`src/pkg/ulfc_map.vh`:
```
/*
 line format block: register offsets, field positions, reset values and timing counts.
 assumes inclusion by bare name from the design files.
*/
`ifndef ULFC_MAP_VH
`define ULFC_MAP_VH
`define ULFC_OFF_LFR 8'h00
`define ULFC_OFF_DIVISOR 8'h04
`define ULFC_OFF_TXDATA 8'h08
`define ULFC_OFF_RXDATA 8'h0c
`define ULFC_OFF_STATUS 8'h10
`define ULFC_LFR_RESET 8'h00
`define ULFC_DIV_RESET 16'h0001
`define ULFC_BIT_DLAB 7
`define ULFC_BIT_BREAK 6
`define ULFC_BIT_STICK 5
`define ULFC_BIT_EVEN 4
`define ULFC_BIT_PEN 3
`define ULFC_BIT_STOP 2
`define ULFC_WLEN_MSB 1
`define ULFC_WLEN_LSB 0
`define ULFC_OVERSAMPLE 16
`define ULFC_RESP_OKAY 2'b00
`define ULFC_RESP_SLVERR 2'b10
`endif

```
`src/core/ulfc_tick.v`:
```
/*
 one-cycle enable pulse every div_value cycles (minimum one).
 assumes a single clock and synchronous active-high reset.
*/
`default_nettype none
module ulfc_tick #(
   parameter WIDTH = 16
) (
   input wire clk_sys,
   input wire srst,
   input wire [WIDTH-1:0] div_value,
   output reg tick_q
);
   reg [WIDTH-1:0] cnt_q;
   always @(posedge clk_sys)
   begin
      if (srst)
      begin
         cnt_q <= {WIDTH{1'b0}};
         tick_q <= 1'b0;
      end
      else if (cnt_q + {{(WIDTH-1){1'b0}}, 1'b1} >= div_value)
      begin
         cnt_q <= {WIDTH{1'b0}};
         tick_q <= 1'b1;
      end
      else
      begin
         cnt_q <= cnt_q + {{(WIDTH-1){1'b0}}, 1'b1};
         tick_q <= 1'b0;
      end
   end
endmodule // ulfc_tick
`default_nettype wire

```
`src/core/ulfc_top.v`:
```
/*
 line format control of one uart channel with a simple serial transmitter and receiver
 that follow the programmed character format; axi4-lite register slave.
 assumes synchronous inputs, one 100 MHz clock, synchronous active-high reset.
*/
// Our own choices: the AXI4-Lite slave port and the address map.
// Contract
// - divisor access bit 7 set opens the divisor latch, cleared (reset) closes it.
// - break bit 6 set holds the serial output low until software clears it.
// - break bit 6 clear, the reset value, lets the transmitter run normally.
// - parity on, forced on, select clear sends parity 1 and checks against 1.
// - parity on, forced on, select set sends parity 0 and checks against 0.
// - forced bit clear, the reset value, computes parity from the data.
// - unforced parity with select set gives even ones, select clear gives odd ones.
// - parity enable bit 3 adds and checks a parity bit; clear, the reset value, omits it.
// - stop length follows bit 2 together with the word length; bit 2 resets to 0.
// - the two-bit word length field sets data bits for transmit and receive.
`include "ulfc_map.vh"
`default_nettype none
module ulfc_top #(
   parameter DIV_WIDTH = 16
) (
   input wire clk_sys,
   input wire srst,
   input wire [7:0] s_axi_awaddr,
   input wire s_axi_awvalid,
   output reg s_axi_awready,
   input wire [31:0] s_axi_wdata,
   input wire [3:0] s_axi_wstrb,
   input wire s_axi_wvalid,
   output reg s_axi_wready,
   output reg [1:0] s_axi_bresp,
   output reg s_axi_bvalid,
   input wire s_axi_bready,
   input wire [7:0] s_axi_araddr,
   input wire s_axi_arvalid,
   output reg s_axi_arready,
   output reg [31:0] s_axi_rdata,
   output reg [1:0] s_axi_rresp,
   output reg s_axi_rvalid,
   input wire s_axi_rready,
   input wire rx_in,
   output reg tx_out_q
);
   // ***************************************************************
   // registers
   // ***************************************************************
   reg [7:0] lfr_q;
   reg [DIV_WIDTH-1:0] div_q;
   reg [7:0] tx_hold_q;
   reg tx_full_q;
   reg [7:0] rx_data_q;
   reg rx_full_q;
   reg rx_perr_q;
   reg rx_ferr_q;
   reg [7:0] awaddr_q;
   reg aw_have_q;
   reg [31:0] wdata_q;
   reg [3:0] wstrb_q;
   reg w_have_q;
   wire tick;
   wire [3:0] nbits;
   wire do_write;
   wire do_read;
   wire tx_take;
   wire rx_done;
   wire [7:0] rx_shift_w;
   wire rx_par_ok;
   wire rx_stop_ok;

   assign nbits = 4'h5 + {2'b00, lfr_q[`ULFC_WLEN_MSB:`ULFC_WLEN_LSB]};
   assign do_write = aw_have_q && w_have_q && !s_axi_bvalid;

   // ***************************************************************
   // axi4-lite write channel
   // ***************************************************************
   always @(posedge clk_sys)
   begin
      if (srst)
      begin
         s_axi_awready <= 1'b1;
         s_axi_wready <= 1'b1;
         s_axi_bvalid <= 1'b0;
         s_axi_bresp <= `ULFC_RESP_OKAY;
         aw_have_q <= 1'b0;
         w_have_q <= 1'b0;
         awaddr_q <= 8'h00;
         wdata_q <= 32'h00000000;
         wstrb_q <= 4'h0;
         lfr_q <= `ULFC_LFR_RESET;
         div_q <= `ULFC_DIV_RESET;
         tx_hold_q <= 8'h00;
         tx_full_q <= 1'b0;
      end
      else
      begin
         if (s_axi_awvalid && s_axi_awready)
         begin
            awaddr_q <= s_axi_awaddr;
            aw_have_q <= 1'b1;
            s_axi_awready <= 1'b0;
         end
         if (s_axi_wvalid && s_axi_wready)
         begin
            wdata_q <= s_axi_wdata;
            wstrb_q <= s_axi_wstrb;
            w_have_q <= 1'b1;
            s_axi_wready <= 1'b0;
         end
         if (tx_take)
            tx_full_q <= 1'b0;
         if (do_write)
         begin
            aw_have_q <= 1'b0;
            w_have_q <= 1'b0;
            s_axi_bvalid <= 1'b1;
            s_axi_bresp <= `ULFC_RESP_OKAY;
            case ({awaddr_q[7:2], 2'b00})
               `ULFC_OFF_LFR:
                  if (wstrb_q[0])
                     lfr_q <= wdata_q[7:0];
               `ULFC_OFF_DIVISOR:
                  if (lfr_q[`ULFC_BIT_DLAB])
                  begin
                     if (wstrb_q[0])
                        div_q[7:0] <= wdata_q[7:0];
                     if (wstrb_q[1])
                        div_q[DIV_WIDTH-1:8] <= wdata_q[DIV_WIDTH-1:8];
                  end
                  else
                     s_axi_bresp <= `ULFC_RESP_SLVERR;
               `ULFC_OFF_TXDATA:
                  if (wstrb_q[0])
                  begin
                     tx_hold_q <= wdata_q[7:0];
                     tx_full_q <= 1'b1;
                  end
               `ULFC_OFF_STATUS:
                  s_axi_bresp <= `ULFC_RESP_OKAY;
               default:
                  s_axi_bresp <= `ULFC_RESP_SLVERR;
            endcase
         end
         if (s_axi_bvalid && s_axi_bready)
         begin
            s_axi_bvalid <= 1'b0;
            s_axi_awready <= 1'b1;
            s_axi_wready <= 1'b1;
         end
      end
   end

   // ***************************************************************
   // axi4-lite read channel
   // ***************************************************************
   assign do_read = s_axi_arvalid && s_axi_arready;
   always @(posedge clk_sys)
   begin
      if (srst)
      begin
         s_axi_arready <= 1'b1;
         s_axi_rvalid <= 1'b0;
         s_axi_rdata <= 32'h00000000;
         s_axi_rresp <= `ULFC_RESP_OKAY;
      end
      else if (do_read)
      begin
         s_axi_arready <= 1'b0;
         s_axi_rvalid <= 1'b1;
         s_axi_rresp <= `ULFC_RESP_OKAY;
         s_axi_rdata <= 32'h00000000;
         case ({s_axi_araddr[7:2], 2'b00})
            `ULFC_OFF_LFR:
               s_axi_rdata <= {24'h000000, lfr_q};
            `ULFC_OFF_DIVISOR:
               if (lfr_q[`ULFC_BIT_DLAB])
                  s_axi_rdata <= {{(32-DIV_WIDTH){1'b0}}, div_q};
               else
                  s_axi_rresp <= `ULFC_RESP_SLVERR;
            `ULFC_OFF_RXDATA:
               s_axi_rdata <= {24'h000000, rx_data_q};
            `ULFC_OFF_STATUS:
               s_axi_rdata <= {27'h0000000, rx_ferr_q, rx_perr_q, tx_full_q, rx_full_q};
            default:
               s_axi_rresp <= `ULFC_RESP_SLVERR;
         endcase
      end
      else if (s_axi_rvalid && s_axi_rready)
      begin
         s_axi_rvalid <= 1'b0;
         s_axi_arready <= 1'b1;
      end
   end

   // ***************************************************************
   // oversample tick every divisor cycles; a bit is divisor times oversample
   // ***************************************************************
   ulfc_tick #(
      .WIDTH(DIV_WIDTH)
   ) u_tick (
      .clk_sys(clk_sys),
      .srst(srst),
      .div_value(div_q),
      .tick_q(tick)
   );

   // ***************************************************************
   // transmitter
   // ***************************************************************
   localparam TX_IDLE = 5'b00001;
   localparam TX_START = 5'b00010;
   localparam TX_DATA = 5'b00100;
   localparam TX_PAR = 5'b01000;
   localparam TX_STOP = 5'b10000;
   reg [4:0] tx_st_q;
   reg [7:0] tx_sh_q;
   reg [3:0] tx_bit_q;
   reg [5:0] tx_os_q;
   reg tx_line_q;
   reg tx_par_q;
   wire tx_os_end;
   wire [5:0] stop_len;

   // stop length in oversample ticks: 16, 24 or 32
   assign stop_len = !lfr_q[`ULFC_BIT_STOP] ? 6'd16 :
                     (lfr_q[1:0] == 2'b00) ? 6'd24 : 6'd32;
   assign tx_os_end = (tx_st_q == TX_STOP) ? (tx_os_q == stop_len - 6'd1) : (tx_os_q == 6'd15);
   assign tx_take = tick && (tx_st_q == TX_IDLE) && tx_full_q;

   always @(posedge clk_sys)
   begin
      if (srst)
      begin
         tx_st_q <= TX_IDLE;
         tx_sh_q <= 8'h00;
         tx_bit_q <= 4'h0;
         tx_os_q <= 6'd0;
         tx_line_q <= 1'b1;
         tx_par_q <= 1'b0;
      end
      else if (tick)
      begin
         tx_os_q <= tx_os_end ? 6'd0 : tx_os_q + 6'd1;
         case (tx_st_q)
            TX_IDLE:
               if (tx_full_q)
               begin
                  tx_st_q <= TX_START;
                  tx_sh_q <= tx_hold_q;
                  tx_os_q <= 6'd0;
                  tx_line_q <= 1'b0;
                  // even select yields even total, else odd fixed when forced
                  tx_par_q <= lfr_q[`ULFC_BIT_STICK] ? !lfr_q[`ULFC_BIT_EVEN] :
                     (^(tx_hold_q & (8'hff >> (4'd8 - nbits))) ^ !lfr_q[`ULFC_BIT_EVEN]);
               end
            TX_START:
               if (tx_os_end)
               begin
                  tx_st_q <= TX_DATA;
                  tx_bit_q <= 4'h0;
                  tx_line_q <= tx_sh_q[0];
               end
            TX_DATA:
               if (tx_os_end)
               begin
                  tx_sh_q <= {1'b0, tx_sh_q[7:1]};
                  tx_bit_q <= tx_bit_q + 4'h1;
                  if (tx_bit_q == nbits - 4'h1)
                  begin
                     tx_st_q <= lfr_q[`ULFC_BIT_PEN] ? TX_PAR : TX_STOP;
                     tx_line_q <= lfr_q[`ULFC_BIT_PEN] ? tx_par_q : 1'b1;
                  end
                  else
                     tx_line_q <= tx_sh_q[1];
               end
            TX_PAR:
               if (tx_os_end)
               begin
                  tx_st_q <= TX_STOP;
                  tx_line_q <= 1'b1;
               end
            TX_STOP:
               if (tx_os_end)
                  tx_st_q <= TX_IDLE;
            default:
               tx_st_q <= TX_IDLE;
         endcase
      end
   end

   always @(posedge clk_sys)
   begin
      if (srst)
         tx_out_q <= 1'b1;
      else
         tx_out_q <= tx_line_q & !lfr_q[`ULFC_BIT_BREAK];
   end

   // ***************************************************************
   // receiver: samples mid-bit, checks parity and first stop bit
   // ***************************************************************
   localparam RX_IDLE = 4'b0001;
   localparam RX_START = 4'b0010;
   localparam RX_DATA = 4'b0100;
   localparam RX_TAIL = 4'b1000;
   reg [3:0] rx_st_q;
   reg [7:0] rx_sh_q;
   reg [3:0] rx_bit_q;
   reg [3:0] rx_os_q;
   reg rx_got_par_q;
   reg rx_par_phase_q;
   reg rx_done_q;

   assign rx_shift_w = rx_sh_q >> (4'd8 - nbits);
   assign rx_par_ok = !lfr_q[`ULFC_BIT_PEN] ||
      (lfr_q[`ULFC_BIT_STICK] ? (rx_got_par_q == !lfr_q[`ULFC_BIT_EVEN]) :
       ((^rx_shift_w ^ rx_got_par_q) == !lfr_q[`ULFC_BIT_EVEN]));
   assign rx_stop_ok = rx_in;
   assign rx_done = rx_done_q;

   always @(posedge clk_sys)
   begin
      if (srst)
      begin
         rx_st_q <= RX_IDLE;
         rx_sh_q <= 8'h00;
         rx_bit_q <= 4'h0;
         rx_os_q <= 4'h0;
         rx_got_par_q <= 1'b0;
         rx_par_phase_q <= 1'b0;
         rx_done_q <= 1'b0;
         rx_data_q <= 8'h00;
         rx_full_q <= 1'b0;
         rx_perr_q <= 1'b0;
         rx_ferr_q <= 1'b0;
      end
      else
      begin
         rx_done_q <= 1'b0;
         if (do_read && ({s_axi_araddr[7:2], 2'b00} == `ULFC_OFF_RXDATA))
            rx_full_q <= 1'b0;
         if (tick)
         begin
            rx_os_q <= rx_os_q + 4'h1;
            case (rx_st_q)
               RX_IDLE:
                  if (!rx_in)
                  begin
                     rx_st_q <= RX_START;
                     rx_os_q <= 4'h0;
                  end
               RX_START:
                  if (rx_os_q == 4'h7)
                  begin
                     rx_st_q <= rx_in ? RX_IDLE : RX_DATA;
                     rx_os_q <= 4'h0;
                     rx_bit_q <= 4'h0;
                  end
               RX_DATA:
                  if (rx_os_q == 4'hf)
                  begin
                     rx_sh_q <= {rx_in, rx_sh_q[7:1]};
                     rx_bit_q <= rx_bit_q + 4'h1;
                     if (rx_bit_q == nbits - 4'h1)
                     begin
                        rx_st_q <= RX_TAIL;
                        rx_par_phase_q <= lfr_q[`ULFC_BIT_PEN];
                     end
                  end
               RX_TAIL:
                  if (rx_os_q == 4'hf)
                  begin
                     if (rx_par_phase_q)
                     begin
                        rx_got_par_q <= rx_in;
                        rx_par_phase_q <= 1'b0;
                     end
                     else
                     begin
                        rx_st_q <= RX_IDLE;
                        rx_done_q <= 1'b1;
                        rx_data_q <= rx_shift_w;
                        rx_full_q <= 1'b1;
                        rx_perr_q <= !rx_par_ok;
                        rx_ferr_q <= !rx_stop_ok;
                     end
                  end
               default:
                  rx_st_q <= RX_IDLE;
            endcase
         end
      end
   end
endmodule // ulfc_top
`default_nettype wire

```
`config.mk`:
```
export PLATFORM = sky130hd
export DESIGN_NAME = ulfc_top
export DESIGN_NICKNAME = d
export VERILOG_FILES = /design/src/core/ulfc_tick.v /design/src/core/ulfc_top.v
export VERILOG_INCLUDE_DIRS = /design/src /design/src/pkg
export SDC_FILE = /design/constraint.sdc
export NUM_CORES = 1
export LEC_CHECK = 0
export ABC_AREA = 1
export BUFFER_PORTS_ARGS = -buffer_cell sky130_fd_sc_hd__buf_2
export CORE_MARGIN = 2
export CORE_UTILIZATION = 50
export DETAILED_ROUTE_END_ITERATION = 7
export GPL_TIMING_DRIVEN = 0
export PLACE_DENSITY_LB_ADDON = 0.2
export SLEW_MARGIN = 0
export SYNTH_ARGS = -nofsm -noshare
export SYNTH_HDL_FRONTEND = slang
export SYNTH_SLANG_ARGS = --single-unit
```
`constraint.sdc`:
```
create_clock -name clk_sys -period 6.05 [get_ports clk_sys]
set_clock_uncertainty 0.1 [all_clocks]
set_input_delay 0.605 -clock clk_sys [delete_from_list [all_inputs] [get_ports clk_sys]]
set_output_delay 0.605 -clock clk_sys [all_outputs]
set_load 0.005 [all_outputs]
```
Yosys cells after proc, flatten, opt, wreduce, memory -nomap -nowiden
Index checks and enable logic that the tools add are counted.
{ "word_totals": {"reg_bits": 178, "latchBits": 0, "ram_bits": 0, "mem_bits_ro": 0, "inputBits": 60, "output_inout_bits": 42, "word_cells": 203, "memories": 0} }
{ "op_classes": {"add_sub_neg": 9, "multipliers": 0, "n_div": 0, "n_lt_le_gt_ge": 1, "n_eq_ne": 35, "shift": 2, "mux": 66, "n_bitwise": 5, "reduce_logical": 48} }
{ "op_table": {"columns": ["operator", "count"], "rows": [
  ["$pmux W16 S4", 1],
  ["$mux W4", 12],
  ["$mux W5", 7],
  ["$mux W6", 5],
  ["$reduce_and A4 Y1", 7],
  ["$mux W1", 26],
  ["$pmux W5 S5", 1],
  ["$ne A2 B2 Y1 const B", 12],
  ["$pmux W4 S2", 3],
  ["$add A16 B1 Y16 const B", 1],
  ["$ge A16 B16 Y1", 1],
  ["$mux W16", 1],
  ["$mux W8", 2],
  ["$pmux W4 S4", 1],
  ["$pmux W8 S2", 1],
  ["$reduce_xor A8 Y1", 2],
  ["$reduce_and A7 Y1", 2],
  ["$add A4 B1 Y4 const B", 3],
  ["$eq A6 B1 Y1 const B", 2],
  ["$eq A6 B2 Y1 const B", 2],
  ["$eq A6 B3 Y1 const B", 2],
  ["$logic_not A6 Y1", 2],
  ["$reduce_and A3 Y1", 4],
  ["$logic_and A1 B1 Y1", 10],
  ["other kinds (38)", 56]
]} }

Longest topological paths before layout
Gate-level depths: netlist (run 1).
{ "logic_depth": {"word_depth": 9, "mapped_depth": 21, "depth_no_buf": 21} }

Hierarchy
A second synthesis (run 1) with hierarchy kept.
{ "hier_totals": {"cells_unflattened": 1144, "area_unflattened_um2": 7971.4} }
{ "modules_own_cells": {"columns": ["mod", "instances", "cells_per_inst", "area_per_inst_um2", "seq_area_each_um2"], "rows": [
  ["ulfc_top", 1, 954, 6646.4, 2822.7],
  ["ulfc_tick", 1, 190, 1325.0, 340.3]
]} }

Worst setup path after synthesis (run 1)
OpenSTA, ideal clock, no wires.
{ "synth_timing": {"kind": "flip-flop to flip-flop", "from": "reg u_tick.cnt_q[0]", "to": "reg u_tick.cnt_q[0]", "setup_ps": 126, "arrival_ps": 2828, "required_ps": 5824, "slack_ps": 2996, "path_stages_with_launch": 22, "n_path_buf": 1, "period_less_slack_ps": 3054, "path_cell_list": "dfxtp_1 > ha_1 > nand3_1 > nor2_1 > inv_1 > nor2_1 > nand3_1 > nor2_1 > inv_1 > nor3_2 > nand2_1 > xor2_1 > inv_1 > ha_1 > nand2_1 > inv_1 > nand3_1 > nor3_1 > nand3_1 > nand4_1 > clkbuf_1 > nor2_1"} }
{ "synth_between": {"elab_chain_len": 3} }
{ "synth_rtl": {"columns": ["item", "line", "source"], "rows": [
  ["start: declaration", "ulfc_tick.v:14", "reg [WIDTH-1:0] cnt_q;"],
  ["start signal: assignment", "ulfc_tick.v:19", "cnt_q <= {WIDTH{1'b0}};"],
  ["start signal: assignment", "ulfc_tick.v:24", "cnt_q <= {WIDTH{1'b0}};"],
  ["start signal: assignment", "ulfc_tick.v:29", "cnt_q <= cnt_q + {{(WIDTH-1){1'b0}}, 1'b1};"],
  ["$add A16 B1 Y16 *", "ulfc_tick.v:22, ulfc_tick.v:29", null],
  ["$ge A16 B16 Y1", "ulfc_tick.v:22", "else if (cnt_q + {{(WIDTH-1){1'b0}}, 1'b1} >= div_value)"],
  ["$reduce_or A2 Y1 (no line)", null, null]
]} }
Mark *: on every way between the ends. The rest lies on a longest branch, timed or not.
A chain may end at the register's enable or synchronous reset.

Worst setup path in the final report (run 1)
{ "layout_timing": {"from": "reg u_tick.cnt_q[0]", "to": "reg u_tick.cnt_q[8]"} }
The elaborated chain is that of the path after synthesis.

==> flow_summary.yaml, run 1 <==
routing:
  wl_met1_microns: 9721
  wl_met2_microns: 8272
  wl_per_cell_microns: 13.66
  top_layer_used: "met4"
  vias: 7192
  drtIter0Drc: 495
  routed_wl_microns: 19500
  dr.pass1.iters: 6
  vias_per_cell: 5.040
  ant_nets: 0
  drc: 0
  wl_met3_microns: 1199
synth:
  synth_warnings: 0
  netlist.area_leader.share_pct: 40.28
  synth_xor_area_share_pct: 2.677
  ys_async_sr_fraction_pct: 0
  synthMuxAreaShare_pct: 0
  ys_ff_latch: 158
  synthTopCellsByCount: "240 x nand2_1, 158 x dfxtp_1, 126 x nor2_1, 120 x inv_1, 106 x a21oi_1"
  synth_top_family_by_area: "simple AND/OR/NAND/NOR gates"
  syn-mean-instance-area_sq_um: 7.094
  synth_top_area_cell: "dfxtp_1"
  netlist_area_sq_um: 7853
  synth.distinct_cells: 51
  synth_most_common_cell: "nand2_1"
  synthFlopType: "dfxtp_1"
  synth-edff-count: 0
  synth-compound-area-share_pct: 17.34
  synthSimpleGateAreaFrac_pct: 25.54
  ys_seq_area_share_pct: 40.28
  synthTopCellsByArea: "dfxtp_1 40%, nand2_1 11%, a21oi_1 6.8%, o21ai_0 6.6%, nor2_1 6.0%"
  synthAdderAreaFrac_pct: 3.983
  syn_inst: 1107
cells_and_area:
  fin_nets: 1288
  diodes: 0
  final_util_pct: 59.55
  drive_gt1_share_pct: 12.50
  area_growth_pct: 15.71
  fill_cells: 1462
  stdcell_count: 1427
sta:
  timing.final.crit_share_pct: 62.21
  layout_min_cycle_time_ns: 3.764
  finalHoldViolCount: 0
  fin_setup_tns_ns: 0
  worst_pin_slew_ns: 0.7937
  maxSlewViolCount: 0
  slew_headroom_pct: 47.09
  rsz0062_at_grt: "no"
  max_freq_mhz: 265.7
  setup_viol: 0
grt:
  grt_pass1_vias: 6240
  grt_max_degree: 17
  grt_pass1_wl_microns: 31010
  grtUsageTotal_pct: 23.94
  grt-ovfl-total: 0
  antenna_found_initial: 0
floorplanning:
  pin_count: 102
  rows: 45
  fp.dieW_microns: 129.3
  initial_core_util_pct: 51.46
  die_area_sq_um: 16720
  core_area_sq_um: 15260
  die_y_microns: 129.3
outcome:
  run_status: "finished clean"
setup_path:
  arrival_ns: 3.98
  cp-start-kind: "register"
  crit_type: "reg2reg"
  endpoint_kind: "register"
  worst_ep_required_time_ns: 6.26
  cp_max_fo: 10
pwr:
  leakagePower_nw: 3.955
  ir_worst_vdd_mv: 0.2339
  powerDensity_nw_per_um2: 278.7
clock_network:
  path_clk_slew_ns: 0.06
  postCtsSetupBuffers: 0
  cts-root-buf: "clkbuf_16"
  cts.sinks: 158
  htreeDepth: 4
  cts_tree: "built"
  cts_buffers: 17
  cts_resized: 0
  cts-hold-fix-buffers: 0
  cts_buffer_depth: 2
  insertion_delay_ns: 0.44
min_path:
  hp-class: "in2reg"
placed_design:
  port_buffers: 60
  gp_congestion: 0.8904
  dpl.hpwl_microns: 14630
  dp_cells: 1395
flow_run:
  maxCapViolations: 0
==> through the flow <==
step	total power, mW	cell area, sq um	setup slack (ns)	hold slack, ns
CTS	2.543	9086	2.298	0.3118
detailed placement	1.441	8481	2.330	0.3424
finish	2.532	9086	2.286	0.3175
global placement	1.436	8481	2.408	0.3362
floorplan	1.359	7916	2.996	0.3191
global route	2.636	9086	1.837	0.3255
==> cells in the final DEF (no fill, tap or decap), types with 4 or more instances in the layout <==
| master | count |
|---|---|
| clkbuf_1 | 31 |
| nor2_1 | 126 |
| nor3_1 | 10 |
| o221ai_1 | 4 |
| a22oi_1 | 7 |
| nand2_2 | 4 |
| a211oi_1 | 5 |
| xnor2_1 | 8 |
| o21ai_0 | 103 |
| dfxtp_1 | 158 |
| nor2_2 | 5 |
| a21oi_1 | 106 |
| ha_1 | 25 |
| nand4_1 | 15 |
| buf_2 | 65 |
| nand2_1 | 240 |
| inv_1 | 120 |
| nand3_1 | 35 |
| buf_4 | 20 |
| o21ai_1 | 12 |
| nand3b_1 | 4 |
| conb_1 | 18 |
| clkbuf_16 | 17 |
| xor2_1 | 16 |
==> cell families (layout without fill, tap and decap cells) <==
family,after synthesis,after routing
xor gates and xnor gates,24,24
AOI/OAI and AO/OA,252,252
DFF,158,158
adders and majority gates,25,25
and+or+nand+nor,463,463
other,1,18
buffers and inverters,184,276
==> worst max-delay path, stage by stage (launching register included) <==
cell      delay [ns]
dfxtp_1         0.38
ha_1            0.20
nand3_1         0.10
nor2_1          0.09
inv_1           0.06
nor2_1          0.15
nand3_1         0.13
nor2_1          0.10
inv_1           0.07
nor3_2          0.21
nand2_1         0.10
xor2_1          0.18
inv_1           0.07
ha_1            0.27
nand2_1         0.06
inv_1           0.05
nand3_1         0.11
nor3_1          0.28
nand3_1         0.15
nand4_1         0.30
clkbuf_1        0.41
nor2_1          0.08
==> worst paths after layout <==
check / start / endpoint / slack, ns / depth (start not counted)
max: u_tick.cnt_q[0]$_SDFF_PP0_ / u_tick.cnt_q[8]$_SDFF_PP0_ / 2.29 / 21
min: s_axi_wdata[13] / wdata_q[13]$_SDFFE_PP0P_ / 0.32 / 3
max reg2reg: u_tick.cnt_q[0]$_SDFF_PP0_ / u_tick.cnt_q[8]$_SDFF_PP0_ / 2.29 / 21
min reg2reg: tx_sh_q[3]$_SDFFE_PP0P_ / tx_sh_q[3]$_SDFFE_PP0P_ / 0.35 / 2
==> per-layer routing <==
layer  vias up  global-route usage, %
li1       3761                      -
met1      3210                  34.44
met2       196                  35.94
met3        25                  5.202
met4         0                  7.353
met5         -                      0
==> cell type report <==
cell class | count | area, sq um | share of cell area (%)
Tap cell | 211 | 264.0 | 2.906
Timing Repair Buffer | 60 | 300.3 | 3.305
Clock inverter | 12 | 158.9 | 1.749
Multi-Input combinational cell | 782 | 3958 | 43.56
Clock buffer | 20 | 446.7 | 4.916
Sequential cell | 158 | 3163 | 34.81
Inverter | 127 | 478.0 | 5.260
Buffer | 57 | 317.8 | 3.498
==> power breakdown <==
group | internal (mW) | leakage, nW | switching [mW]
Clock | 0.663 | 0.291 | 0.445
Combinational | 0.101 | 2.38 | 0.190
Sequential | 1.10 | 1.28 | 0.0379
==> state kept, by name (all words and copies together), names as in the netlist, 8 cells and up <==
register / count
lfr_q: 8
s_axi_rdata: 16
rx_sh_q: 8
rx_data_q: 8
u_tick.cnt_q: 16
tx_hold_q: 8
div_q: 16
tx_sh_q: 8
wdata_q: 16
(Power assumes the default switching activity.)
==> run 2, diff against run 1 <==
==> constraint.sdc (replaced) <==
create_clock -name clk_sys -period 3.75 [get_ports clk_sys]
set_clock_uncertainty 0.1 [all_clocks]
set_input_delay 0.375 -clock clk_sys [delete_from_list [all_inputs] [get_ports clk_sys]]
set_output_delay 0.375 -clock clk_sys [all_outputs]
set_load 0.005 [all_outputs]
==> run 2 against run 1 <==
Net effect:
- global-route usage decreased by 0.053 points
- final area about the same
- count of clock-buffer cells in the layout unchanged
- clock power increased by 61%
- sequential cell count unchanged
- critical path type unchanged
- wire length decreased by 0.32%
- combinational power increased by 61%
- worst hold slack got worse by 0.23 ns
==> flow_summary.yaml, run 2 (synthesis gave the netlist of run 1 again) <==
pwr:
  pwr-share-clk_pct: 43.8
  leakagePower_nw: 3.958
  swShare_pct: 26.62
  p_switching_mw: 1.088
  seqPwrFrac_pct: 44.7
  ir_worst_vdd_mv: 0.3734
  p_comb_share_pct: 11.5
  p_int_mw: 2.999
  powerDensity_nw_per_um2: 449.7
min_path:
  hold_end: "wdata_q[13]$_SDFFE_PP0P_"
  hp-start: "s_axi_wdata[13]"
  hold_path_depth: 3
  hp-class: "in2reg"
clock_network:
  cts.sinks: 158
  path_clk_slew_ns: 0.06
  cts-hold-fix-buffers: 0
  htreeDepth: 4
  cts_buffers: 17
  cts_buffer_depth: 2
  cts-root-buf: "clkbuf_16"
  cts_tree: "built"
  insertion_delay_ns: 0.44
  cts_resized: 0
routing:
  drc: 0
  ant_nets: 0
  wl_per_cell_microns: 13.62
  drtIter0Drc: 484
  routed_wl_microns: 19440
  vias_per_cell: 5.041
  vias: 7193
  dr.pass1.iters: 5
flow_run:
  maxCapViolations: 0
floorplanning:
  die_area_sq_um: 16720
  pin_count: 102
  fp.dieW_microns: 129.3
  die_y_microns: 129.3
  rows: 45
  core_area_sq_um: 15260
  initial_core_util_pct: 51.46
cells_and_area:
  stdcell_count: 1427
  final_cell_mix: "240 x nand2_1, 158 x dfxtp_1, 126 x nor2_1, 120 x inv_1, 106 x a21oi_1"
  area_growth_pct: 15.76
  final_common_cell: "nand2_1"
  fin_nets: 1288
  diodes: 0
  drive_gt1_share_pct: 12.58
setup_path:
  critical-path-max-stage-delay_ns: 0.38
  rr_startpoint: "u_tick.cnt_q[0]$_SDFF_PP0_"
  worst_r2r_endpoint: "u_tick.cnt_q[15]$_SDFF_PP0_"
  rrSetupSlack_ns: 0.37
  cp-start-kind: "register"
  crit_type: "reg2reg"
  cp_max_fo: 16
  crit_path_top_delay_cell: "dfxtp_1"
  endpoint_kind: "register"
  worst_ep_required_time_ns: 3.97
  arrival_ns: 3.60
  ff2ff_path_depth: 21
  path_cells: "ha_1, nand3_1, nor2_1, inv_1, nor2_1, nand3_1, nor2_1, inv_1, nor3_2, nand2_1, xor2_1, inv_1, ha_1, nand2_1, inv_1, nand3_1, nor3_1, nand3_1, nand4_1, buf_4, nor2_1"
grt:
  grtUsageTotal_pct: 23.88
  antenna_found_initial: 0
  grt_pass1_wl_microns: 30970
  grt-ovfl-total: 0
  grt_max_degree: 17
  grt_pass1_vias: 6243
placed_design:
  dp_cells: 1395
  gp_congestion: 0.8904
  port_buffers: 60
  dpl.hpwl_microns: 14630
sta:
  timing.final.crit_share_pct: 90.17
  layout_min_cycle_time_ns: 3.381
  max_freq_mhz: 295.8
  slew_headroom_pct: 47.13
  finalHoldViolCount: 0
  setup_viol: 0
  holdWs_ns: 0.09129
  maxSlewViolCount: 0
  worst_pin_slew_ns: 0.7931
outcome:
  run_status: "finished clean"
-- run 2: cell count changes in the layout (fill, tap and decap cells not counted), sizes merged --
cell	previous run	this run
buf	88	89
clkbuf	49	48
-- run 2: worst max path at each step --
stage	from	endpoint	slack, ns	cells after the start
detailed placement	u_tick.cnt_q[0]$_SDFF_PP0_	u_tick.cnt_q[1]$_SDFF_PP0_	0.03	21
finish	u_tick.cnt_q[0]$_SDFF_PP0_	u_tick.cnt_q[15]$_SDFF_PP0_	0.37	21
global route	u_tick.cnt_q[0]$_SDFF_PP0_	u_tick.cnt_q[14]$_SDFF_PP0_	-0.02	21
global placement	u_tick.cnt_q[0]$_SDFF_PP0_	u_tick.cnt_q[4]$_SDFF_PP0_	0.11	21
floorplan	u_tick.cnt_q[0]$_SDFF_PP0_	u_tick.cnt_q[0]$_SDFF_PP0_	0.70	21
CTS	u_tick.cnt_q[0]$_SDFF_PP0_	u_tick.cnt_q[10]$_SDFF_PP0_	0.07	20
-- run 2: layer usage --
layer  wire length [microns]  up-vias  track usage (%)  part of all wire, %
met4                     325        0            7.353                  1.7
met3                    1212       28            5.202                  6.2
met2                    8284      199            35.98                   43
met5                       0        -                0                    0
met1                    9614     3203            34.26                   49
li1                        -     3763                -                    -
-- run 2: stage by stage --
step	setup WS, ns	utilization [%]	area [sq um]	setup TNS [ns]	power (mW)
3_5_place_dp	0.02970	55.58	8481	0	2.325
4_1_cts	0.06601	59.52	9082	0	4.103
6_report	0.3688	59.57	9090	0	4.087
5_1_grt	-0.02092	59.57	9090	-0.09137	4.253
3_3_place_gp	0.1083	55.58	8481	0	2.317
2_1_floorplan	0.6957	-	7916	0	2.193
-- run 2: area by class of cell --
class | count | area (sq um)
well taps | 211 | 264.0
inverters | 127 | 478.0
multi-input cells | 782 | 3958
repair buffers | 61 | 307.8
plain buffers | 56 | 314.1
fillers | 1463 | 6168
clock inverters | 12 | 158.9
clock buffers | 20 | 446.7
flip-flops and latches | 158 | 3163
-- run 2: power groups by stage --
stage	logic (mW)	clock network [mW]	registers, mW
2_1_floorplan	0.344	0	1.85
3_3_place_gp	0.455	0	1.86
3_5_place_dp	0.461	0	1.86
4_1_cts	0.463	1.81	1.83
5_1_grt	0.527	1.89	1.84
6_report	0.469	1.79	1.83
-- run 2: worst max-delay path, delay by kind of cell (launching register included) --
kind	cells	cell delay [ns]
buffers and inverters	5	0.48
xor gates and xnor gates	1	0.18
DFF	1	0.38
and+or+nand+nor	13	1.65
adders and majority gates	2	0.47
-- run 2: what timing repair did --
action	4_1_cts	5_1_grt
buffers inserted	0	1
pin swaps	0	1
endpoints found under the setup margin	1	16
endpoints found under the hold margin	0	0
